## src/pkg/aisdr_pkg.sv

```systemverilog
// Package for the accelerometer identification, status and data register bank.
// Assumes one 125 MHz clock shared by the register port and the sensing logic.
package aisdr_pkg;

	// Register offsets
	localparam logic [7:0] OFS_MAKER_CODE = 8'h00;
	localparam logic [7:0] OFS_FAMILY_CODE = 8'h01;
	localparam logic [7:0] OFS_PART_CODE = 8'h02;
	localparam logic [7:0] OFS_SILICON_REVISION_CODE = 8'h03;
	localparam logic [7:0] OFS_X_ACCEL_COARSE = 8'h08;
	localparam logic [7:0] OFS_Y_ACCEL_COARSE = 8'h09;
	localparam logic [7:0] OFS_Z_ACCEL_COARSE = 8'h0a;
	localparam logic [7:0] OFS_CONDITION_FLAGS = 8'h0b;
	localparam logic [7:0] OFS_QUEUE_COUNT_LOW = 8'h0c;
	localparam logic [7:0] OFS_QUEUE_COUNT_HIGH = 8'h0d;
	localparam logic [7:0] OFS_X_ACCEL_LOW = 8'h0e;
	localparam logic [7:0] OFS_X_ACCEL_HIGH = 8'h0f;
	localparam logic [7:0] OFS_SOFT_RESET = 8'h1f;

	// Software reset code and its settling time
	localparam logic [7:0] SOFT_RESET_CODE = 8'h52;
	localparam int SOFT_RESET_WAIT_NS = 500000;
	localparam int CLOCK_PERIOD_NS = 8;
	localparam int SOFT_RESET_WAIT_CYCLES = (SOFT_RESET_WAIT_NS + CLOCK_PERIOD_NS - 1)
		/ CLOCK_PERIOD_NS;

	// Condition flag bit positions
	localparam int FLG_UPSET = 7;
	localparam int FLG_AWAKE = 6;
	localparam int FLG_INACT = 5;
	localparam int FLG_ACT = 4;
	localparam int FLG_OVERRUN = 3;
	localparam int FLG_WATERMARK = 2;
	localparam int FLG_READY = 1;
	localparam int FLG_DATA_READY = 0;

	// Reset values
	localparam logic [7:0] CONDITION_FLAGS_RESET = 8'h40;
	localparam logic [7:0] DATA_RESET = 8'h00;
	localparam logic [11:0] SAMPLE_RESET = 12'h000;

	// Documented queue depth and sample width
	localparam int QUEUE_DEPTH = 512;
	localparam int SAMPLE_BITS = 12;

	typedef struct packed {
		logic [7:0] addr;
		logic [7:0] wdata;
		logic wr;
		logic rd;
	} aisdr_req_t;

	typedef struct packed {
		logic valid;
		logic [11:0] x;
		logic [11:0] y;
		logic [11:0] z;
	} aisdr_sample_t;

	typedef struct packed {
		logic act;
		logic inact;
		logic upset;
		logic queue_read;
	} aisdr_event_t;

endpackage : aisdr_pkg

```

## src/design/aisdr_regs.sv

```systemverilog
// Identification, condition flag, queue count and x-axis sample register bank.
// Assumes the register port, the sample source and the detectors all run on i_clock;
// the serial front end that turns host frames into register strobes sits outside.
//
// Functional notes
// - Four read-only identification bytes at offsets 0x00 to 0x03.
// - Coarse 8-bit x, y, z samples readable at 0x08, 0x09, 0x0A.
// - Condition flags reset to 0xC0; only the upset and awake bits are one.
// - Upset flag set at startup and soft reset, cleared by any other write.
// - Upset flag also set when a register setting is disturbed.
// - Awake bit follows the active or inactive state.
// - Awake bit stays one unless linked mode is on.
// - Inactivity flag set when inactivity or free fall is found.
// - Activity flag set when acceleration exceeds the threshold.
// - Overrun flag set when the queue overwrites unread samples.
// - Watermark flag set while the queue holds at least the set count; the code treats a zero mark as a mark of one.
// - Ready flag set while at least one sample waits in the queue.
// - Data-ready set by a new sample, cleared by a queue read.
// - Queue count 0 to 512, low byte at 0x0C.
// - Offset 0x0D holds the two top count bits in its low positions.
// - Full x sample: low byte at 0x0E, upper nibble at 0x0F low.
// - Bits 15 to 12 of the x pair copy bit 11.
// - Code 0x52 to the soft reset offset clears settings; host waits 0.5 ms.
//
// The address-and-strobe port was left to the implementer.
module aisdr_regs #(
	parameter int RESET_WAIT_CYCLES = aisdr_pkg::SOFT_RESET_WAIT_CYCLES,
	parameter int DEPTH = aisdr_pkg::QUEUE_DEPTH,
	parameter logic [7:0] MAKER_CODE = 8'h5a,
	parameter logic [7:0] FAMILY_CODE = 8'h33,
	parameter logic [7:0] PART_CODE = 8'h6c,
	parameter logic [7:0] REVISION_CODE = 8'h02
) (
	input wire logic i_clock,
	input wire logic i_rst_n,
	input wire aisdr_pkg::aisdr_req_t i_req,
	input wire aisdr_pkg::aisdr_sample_t i_sample,
	input wire aisdr_pkg::aisdr_event_t i_event,
	input wire logic i_linked_mode,
	input wire logic i_awake_state,
	input wire logic i_queue_overrun,
	input wire logic [9:0] i_queue_count,
	input wire logic [9:0] i_queue_mark,
	output logic [7:0] o_rdata,
	output logic o_soft_reset,
	output logic o_reset_busy
);
	import aisdr_pkg::*;

	// Identification defaults above are arbitrary neutral values.

	if (DEPTH < 1 || DEPTH > 1023) begin : g_bad_depth
		$error("queue depth does not fit the 10-bit count");
	end
	if (RESET_WAIT_CYCLES < 1) begin : g_bad_wait
		$error("soft reset wait must be at least one cycle");
	end

	logic [11:0] x_q;
	logic [11:0] y_q;
	logic [11:0] z_q;
	logic upset_q;
	logic act_q;
	logic inact_q;
	logic overrun_q;
	logic data_ready_q;
	logic [9:0] count_q;
	logic [9:0] mark_q;
	logic awake_q;
	logic [31:0] wait_cnt_q;
	logic [7:0] rdata_q;
	logic soft_reset_q;
	logic reset_busy_q;
	logic [7:0] flags;
	logic soft_hit;
	logic status_read;
	logic take_sample;
	logic [31:0] busy_len_q;

	function automatic logic [7:0] coarse(input logic [11:0] s);
		coarse = s[11:4];
	endfunction : coarse

	assign soft_hit = i_req.wr && (i_req.addr == OFS_SOFT_RESET)
		&& (i_req.wdata == SOFT_RESET_CODE);
	assign status_read = i_req.rd && (i_req.addr == OFS_CONDITION_FLAGS);
	// Samples are held off while the soft reset settles, so the cleared state is seen
	assign take_sample = i_sample.valid && !reset_busy_q && !soft_hit;

	// Sample capture: all three axes in one edge, so every view agrees
	always_ff @(posedge i_clock or negedge i_rst_n) begin
		if (!i_rst_n) begin
			x_q <= SAMPLE_RESET;
			y_q <= SAMPLE_RESET;
			z_q <= SAMPLE_RESET;
		end else if (soft_hit) begin
			x_q <= SAMPLE_RESET;
			y_q <= SAMPLE_RESET;
			z_q <= SAMPLE_RESET;
		end else if (take_sample) begin
			x_q <= i_sample.x;
			y_q <= i_sample.y;
			z_q <= i_sample.z;
		end
	end

	// Upset flag: set wins over the clear by a write
	always_ff @(posedge i_clock or negedge i_rst_n) begin
		if (!i_rst_n) begin
			upset_q <= 1'b1;
		end else if (soft_hit || i_event.upset) begin
			upset_q <= 1'b1;
		end else if (i_req.wr) begin
			upset_q <= 1'b0;
		end
	end

	// Activity and inactivity flags are sticky until the flags are read
	always_ff @(posedge i_clock or negedge i_rst_n) begin
		if (!i_rst_n) begin
			act_q <= 1'b0;
			inact_q <= 1'b0;
		end else if (soft_hit) begin
			act_q <= 1'b0;
			inact_q <= 1'b0;
		end else begin
			act_q <= i_event.act || (act_q && !status_read);
			inact_q <= i_event.inact || (inact_q && !status_read);
		end
	end

	// Data-ready: a new sample in the same cycle as a queue read keeps it set
	always_ff @(posedge i_clock or negedge i_rst_n) begin
		if (!i_rst_n) begin
			data_ready_q <= 1'b0;
		end else if (soft_hit) begin
			data_ready_q <= 1'b0;
		end else if (take_sample) begin
			data_ready_q <= 1'b1;
		end else if (i_event.queue_read) begin
			data_ready_q <= 1'b0;
		end
	end

	// Queue state is a registered copy of the queue logic, count held at DEPTH; awake level copies the awake state in linked mode only
	always_ff @(posedge i_clock or negedge i_rst_n) begin
		if (!i_rst_n) begin
			count_q <= '0;
			mark_q <= '0;
			overrun_q <= 1'b0;
			awake_q <= CONDITION_FLAGS_RESET[FLG_AWAKE];
		end else if (soft_hit) begin
			count_q <= '0;
			mark_q <= '0;
			overrun_q <= 1'b0;
			awake_q <= 1'b1;
		end else begin
			count_q <= (i_queue_count > 10'(DEPTH)) ? 10'(DEPTH) : i_queue_count;
			mark_q <= i_queue_mark;
			overrun_q <= i_queue_overrun;
			awake_q <= i_linked_mode ? i_awake_state : 1'b1;
		end
	end

	always_comb begin
		flags = 8'h00;
		flags[FLG_UPSET] = upset_q;
		flags[FLG_AWAKE] = awake_q;
		flags[FLG_INACT] = inact_q;
		flags[FLG_ACT] = act_q;
		flags[FLG_OVERRUN] = overrun_q;
		// A zero mark would always fire; it is treated as a mark of one
		flags[FLG_WATERMARK] = (count_q != '0) && (count_q >= mark_q);
		flags[FLG_READY] = (count_q != '0);
		flags[FLG_DATA_READY] = data_ready_q;
	end

	// Soft reset pulse and settling window
	always_ff @(posedge i_clock or negedge i_rst_n) begin
		if (!i_rst_n) begin
			soft_reset_q <= 1'b0;
			reset_busy_q <= 1'b0;
			wait_cnt_q <= '0;
		end else if (soft_hit) begin
			soft_reset_q <= 1'b1;
			reset_busy_q <= 1'b1;
			wait_cnt_q <= 32'(RESET_WAIT_CYCLES - 1);
		end else begin
			soft_reset_q <= 1'b0;
			if (wait_cnt_q != '0) begin
				wait_cnt_q <= wait_cnt_q - 32'd1;
			end else begin
				reset_busy_q <= 1'b0;
			end
		end
	end

	// Read data stands only in the cycle after the read strobe
	always_ff @(posedge i_clock or negedge i_rst_n) begin
		if (!i_rst_n) begin
			rdata_q <= DATA_RESET;
		end else if (!i_req.rd) begin
			rdata_q <= DATA_RESET;
		end else begin
			unique case (i_req.addr)
				OFS_MAKER_CODE: rdata_q <= MAKER_CODE;
				OFS_FAMILY_CODE: rdata_q <= FAMILY_CODE;
				OFS_PART_CODE: rdata_q <= PART_CODE;
				OFS_SILICON_REVISION_CODE: rdata_q <= REVISION_CODE;
				OFS_X_ACCEL_COARSE: rdata_q <= coarse(x_q);
				OFS_Y_ACCEL_COARSE: rdata_q <= coarse(y_q);
				OFS_Z_ACCEL_COARSE: rdata_q <= coarse(z_q);
				OFS_CONDITION_FLAGS: rdata_q <= flags;
				OFS_QUEUE_COUNT_LOW: rdata_q <= count_q[7:0];
				OFS_QUEUE_COUNT_HIGH: rdata_q <= {6'h00, count_q[9:8]};
				OFS_X_ACCEL_LOW: rdata_q <= x_q[7:0];
				OFS_X_ACCEL_HIGH: rdata_q <= {{4{x_q[11]}}, x_q[11:8]};
				default: rdata_q <= DATA_RESET;
			endcase
		end
	end

	assign o_rdata = rdata_q;
	assign o_soft_reset = soft_reset_q;
	assign o_reset_busy = reset_busy_q;

	// Counts the settling window apart from the down-counter, so its length can be checked
	always_ff @(posedge i_clock or negedge i_rst_n) begin
		if (!i_rst_n) begin
			busy_len_q <= '0;
		end else if (soft_reset_q) begin
			busy_len_q <= 32'd1;
		end else if (reset_busy_q) begin
			busy_len_q <= busy_len_q + 32'd1;
		end
	end
endmodule : aisdr_regs

```

## config.mk

```make
export PLATFORM = sky130hd
export DESIGN_NAME = aisdr_regs
export DESIGN_NICKNAME = d
export VERILOG_FILES = /design/src/pkg/aisdr_pkg.sv /design/src/design/aisdr_regs.sv
export SDC_FILE = /design/constraint.sdc
export NUM_CORES = 1
export LEC_CHECK = 0
export ABC_AREA = 1
export BUFFER_PORTS_ARGS = -buffer_cell sky130_fd_sc_hd__buf_4
export CAP_MARGIN = 15
export CORE_MARGIN = 2
export CORE_UTILIZATION = 56
export DETAILED_ROUTE_END_ITERATION = 7
export PLACE_DENSITY_LB_ADDON = 0.15
export SLEW_MARGIN = 10
export SYNTH_ARGS = -nofsm -noshare
export SYNTH_HDL_FRONTEND = slang
export SYNTH_SLANG_ARGS = --single-unit
export TNS_END_PERCENT = 10
```

## constraint.sdc

```tcl
create_clock -name i_clock -period 2.25 [get_ports i_clock]
set_input_delay 0.3375 -clock i_clock [delete_from_list [all_inputs] [get_ports i_clock]]
set_output_delay 0.3375 -clock i_clock [all_outputs]
set_load 0.01 [all_outputs]
```

==> reports/qor.csv, run 1 <==
metric,value,unit
Buffers on Ports,85,
asr flop ratio synth,100,%
die width,102,um
CP top delay family,simple AND/OR/NAND/NOR gates,
Area contributors post-synth,"dfrtp_1, nand2_1, nor2_1, nand3_1, inv_1",
Startpoint Class,register,
Pwr Density,513,nW/um^2
worst min path class,input pin to register,
row count,35,
Post-Route WL,13600,um
Worst Hold Endpoint,awake_q,
global-route wire length before repair,22600,um
DR DRC count,0,
sequential-to-total area share from yosys stat,45.1,%
largest net degree at the start of global routing,58,
Top Layer Used,met4,
worst hold path cell count,2,
RD Place Congestion,0.914,
hold_ws,127,ps
die area,10300,um^2
most frequent cells in the layout,"nand2_1, nor2_1, dfrtp_1, buf_4, nand3_1",
Syn Inst Count,739,
post-synth net total,834,
vias in the first global route,4866,
"Max FO, Critical Path",8,
"commonest non-fill, non-tap cell in the layout",nand2_1,
core area,9240,um^2
crit-path max cell delay,390,ps
# fillers,802,
peak supply drop,0.278,mV
layout cells sized above 1,15.4,%
r2r setup slk,280,ps
Pre-antenna DRT Iters,5,
vias post-DR,5091,
R2R cell count,9,
status,"finished, final reports clean",
GRT Overall Usage,27.9,%
period utilisation layout,87.5,%
met1 WL,6400,um
area of the multi-input gates,2520,um^2
HP Start,i_linked_mode,
library cells used by synthesis,29,
CP Data Arrival Time,2230,ps
# H-tree levels,3,
number of synthesized register bits,96,
CTS Buf Count,9,
CTS tree,yes,
Synth Flop Type,dfrtp_1,
root buffer cell,clkbuf_8,
Routed wire per std cell,14.1,um
critical path capture point type,register,
sum of negative setup slack,0,ps
Worst Skew,14.2,ps
maxcap violations,0,
initial antenna violation count,0,
grt ovf,0,
RSZ-0062 raised after global routing,false,
Tmin final,1970,ps
total clock sinks,96,
met2 WL,6170,um
Bufs and invs on worst path,2,
Initial DRC Count,358,
Mean Syn Cell Area,7.22,um^2
largest area contributor in the netlist,dfrtp_1,
final setup vio count,0,
ANT nets after route,0,
WL met3,856,um
Die H,102,um
synth warn,0,
crit path kind,register to register,
register area,2400,um^2
starting density of the core,57.8,%
DP Wirelength,10500,um
Post-CTS Resized,0,
Worst Path Required,2510,ps
"Hold Vio Cnt, Final",0,
Vias/cell,5.29,
post-synth top area share,44.1,%
clk slew on worst S/H paths,100,ps
worst r2r src,wait_cnt_q[0],
I/O pins,94,
Rel. slew slack,57.6,%
# diodes,0,
CP max stage cell,dfrtp_1,
worst r2r dst,wait_cnt_q[1],
P_leak,3.50,nW
fmax,508,MHz
fin nets,923,
worst-path cell chain,inv_1 -> ha_1 -> nand2_1 -> nor2_4 -> nand4_4 -> inv_1 -> nand2_1 -> nand2_1 -> nand2_1,
number of synthesized flops with an enable pin,0,
clk_lat worst skew,360,ps
netlist area before placement,5340,um^2
Clock Path Buffers,2,
fin. max-slew vios,0,
area grow syn2layout,18.6,%
CP most frequent cell,nand2_1,
worst-margin pin slew,634,ps
## state kept, by name, indices dropped and copies added, names as in the netlist, 8 cells and up
| name | count |
|---|---|
| o_rdata | 8 |
| mark_q | 10 |
| x_q | 12 |
| count_q | 10 |
| z_q | 8 |
| wait_cnt_q | 32 |
| y_q | 8 |
## layout make-up
class / instances / area share, %
Inverter: 78 / 4.82
Multi-Input combinational cell: 548 / 39.8
Tap cell: 129 / 2.55
Clock inverter: 5 / 0.909
Timing Repair Buffer: 95 / 11.9
Clock buffer: 11 / 2.08
Sequential cell: 96 / 38.0
## stage by stage
step	power [mW]	util (%)	cells	cell area, um^2	setup slack [ps]
6_report	3.25	68.5	962	6330	280
5_1_grt	3.39	68.5	962	6330	113
4_1_cts	3.27	68.5	962	6330	276
3_5_place_dp	2.16	66.4	945	6130	229
3_3_place_gp	2.15	66.4	945	6130	302
2_1_floorplan	1.97	-	739	5340	545
## cell families after synthesis
| kind of cell | synth area share, % |
|---|---|
| xor gates and xnor gates | 1.15 |
| and+or+nand+nor | 39.9 |
| AOI/OAI and AO/OA | 3.56 |
| adders and majority gates | 2.58 |
| DFF | 45.1 |
| buffers and inverters | 7.78 |
## how the worst max path moves through the flow
stage                   from       endpoint  slack (ps)  cells after the start
2_1_floorplan  wait_cnt_q[0]  wait_cnt_q[1]         540                      9
3_3_place_gp       i_req[12]        y_q[11]         300                      9
3_5_place_dp       i_req[12]         x_q[4]         230                      9
4_1_cts        wait_cnt_q[0]  wait_cnt_q[1]         280                      9
5_1_grt        wait_cnt_q[0]  wait_cnt_q[1]         110                      9
6_report       wait_cnt_q[0]  wait_cnt_q[1]         280                      9
## worst register-to-register path, delay by kind of cell (launching register included)
| kind | cells | cell delay [ps] |
|---|---|---|
| fa+ha+maj | 1 | 200 |
| buf+inv | 2 | 380 |
| flops | 1 | 390 |
| simple gates | 6 | 910 |
## report_power, final
part           total [mW]  internal, mW  switching (mW)
sequential           1.81          1.77          0.0420
clock                1.11         0.516           0.597
combinational       0.317         0.156           0.161
## timing repair
item | in CTS | in global routing
endpoints found under the hold margin | 38 | 0
hold buffers | 1 | 0
setup buffers | 0 | 0
endpoints found under the setup margin | 0 | 0
## cell usage after synthesis, types with 6 or more instances
master	instances
inv_1	77
nor2_1	138
buf_2	10
o21bai_1	9
nand2_1	230
a21oi_1	17
nand3b_1	8
ha_1	11
nand3_1	80
nor3_1	9
nor2_2	8
dfrtp_1	94
nand4_1	11
o21ai_0	6
## routing by layer
layer  track usage (%)  up-vias
met5                 0        -
met4              7.59        0
met3              3.59       18
met2              44.8      190
met1              40.0     2398
li1                  -     2485
Power figures use the tool's default switching activity.
==> inputs of run 2 (changes only) <==
--- a/config.mk
+++ b/config.mk
@@ -11,6 +11,7 @@
 export CORE_MARGIN = 2
 export CORE_UTILIZATION = 56
 export DETAILED_ROUTE_END_ITERATION = 7
+export GPL_TIMING_DRIVEN = 0
 export PLACE_DENSITY_LB_ADDON = 0.15
 export SLEW_MARGIN = 10
 export SYNTH_ARGS = -nofsm -noshare
==> reports/qor.csv, run 2 (synthesized netlist as in run 1, its figures left out) <==
metric,value,unit
status,"finished, final reports clean",
# diodes,0,
r2r setup slk,220,ps
die width,102,um
Post-DP Area,6140,um^2
largest net degree at the start of global routing,97,
Clk pwr share,34.4,%
Switching Fraction,24.8,%
Tmin final,2030,ps
CP Data Arrival Time,2300,ps
Die H,102,um
Initial DRC Count,294,
grt ovf,0,
row count,35,
fin nets,930,
Placed Instances,953,
"commonest non-fill, non-tap cell in the layout",nand2_1,
sequential share of power,55.9,%
peak supply drop,0.420,mV
Worst Skew,8.74,ps
period utilisation layout,90.2,%
P_leak,3.51,nW
starting density of the core,57.8,%
sum of negative setup slack,0,ps
Buffers on Ports,85,
P_sw,0.803,mW
"Power, Total",3.24,mW
RSZ-0062 raised after global routing,false,
Pre-antenna DRT Iters,5,
Finished Core Util,68.5,%
core area,9240,um^2
total clock sinks,96,
Vias/cell,5.33,
critical path capture point type,register,
# H-tree levels,3,
max reg flops,32,
global-route wire length before repair,23400,um
CTS Buf Count,9,
most frequent cells in the layout,"nand2_1, nor2_1, dfrtp_1, buf_4, nand3_1",
non-filler instance count after layout,969,
Clock Path Buffers,2,
area grow syn2layout,18.7,%
DP Wirelength,10800,um
die area,10300,um^2
GRT Overall Usage,29.3,%
CTS tree,yes,
hold_ws,2.57,ps
Post-Route WL,14000,um
Pwr Density,512,nW/um^2
layout cells sized above 1,16.2,%
vias in the first global route,4952,
"Hold Vio Cnt, Final",0,
Rel. slew slack,40.8,%
initial antenna violation count,0,
I/O pins,94,
RD Place Congestion,0.993,
fmax,493,MHz
final setup vio count,0,
root buffer cell,clkbuf_8,
DR DRC count,0,
largest registers,"wait_cnt_q: 32 flops, x_q: 12 flops",
clk slew on worst S/H paths,90,ps
maxcap violations,0,
Startpoint Class,register,
worst min path class,input pin to async pin,
Final Cell Area,6330,um^2
Worst Path Required,2520,ps
clk_lat worst skew,380,ps
final worst slack,221,ps
P_int,2.44,mW
fin. max-slew vios,0,
crit path kind,register to register,
combinational share of power,9.7,%
worst-margin pin slew,888,ps
ANT nets after route,0,
dpl ws,138,ps
Biggest register,wait_cnt_q,
vias post-DR,5160,
Routed wire per std cell,14.5,um
"Max FO, Critical Path",10,
==> run 2: changes by cell type in the layout (fill, tap and decap cells not counted), sizes merged <==
cell and change:
buf +6, clkbuf +2, clkinv -2, clkinvlp +2, dlygate4sd3 -1
==> run 2: layout make-up <==
class                      instances  area [um^2]
sequential                        96         2400
inverter                          78          309
timing repair buffer              85          642
clock buffer                      11          131
buffer                            17          110
fill                             780         2910
tap                              129          161
multi-input combinational        548         2520
clock inverter                     5         56.3
==> run 2: timing repair <==
action	4_1_cts	5_1_grt
endpoints found under the setup margin	0	2
hold buffers	0	0
endpoints found under the hold margin	0	0
buffers inserted	0	0
resized for setup	0	2
==> run 2: worst max-delay path, cell delays in order (launching register included) <==
cell and delay, ps:
dfrtp_1 380, inv_1 110, ha_2 270, nand2_1 190, nor2_4 270, nand4_4 240, nor2_4 210, buf_6 180
nor2_2 50
==> run 2: worst paths after layout <==
path	cells past startpoint	endpoint	startpoint
max reg2reg	8	wait_cnt_q[29]	wait_cnt_q[0]
max in group asynchronous	1	mark_q[3]	i_rst_n
min in group i_clock	2	awake_q	i_linked_mode
min reg2reg	2	y_q[8]	y_q[8]
min	1	y_q[4]	i_rst_n
max	8	wait_cnt_q[29]	wait_cnt_q[0]
==> run 2: power by group through the flow <==
stage / registers (mW) / clock network, mW / logic [mW]
after floorplan: 1.84 / 0 / 0.135
after global placement: 1.84 / 0 / 0.302
after detailed placement: 1.85 / 0 / 0.312
after CTS: 1.81 / 1.14 / 0.316
after global routing: 1.82 / 1.21 / 0.354
final: 1.81 / 1.12 / 0.313
==> run 2: routing by layer <==
metal	global-route usage, %	wire [um]	share of wire [%]
met4	6.24	159	1.1
met2	45.5	6300	45
met1	42.3	6420	46
met5	0	0	0
met3	6.35	1150	8.2
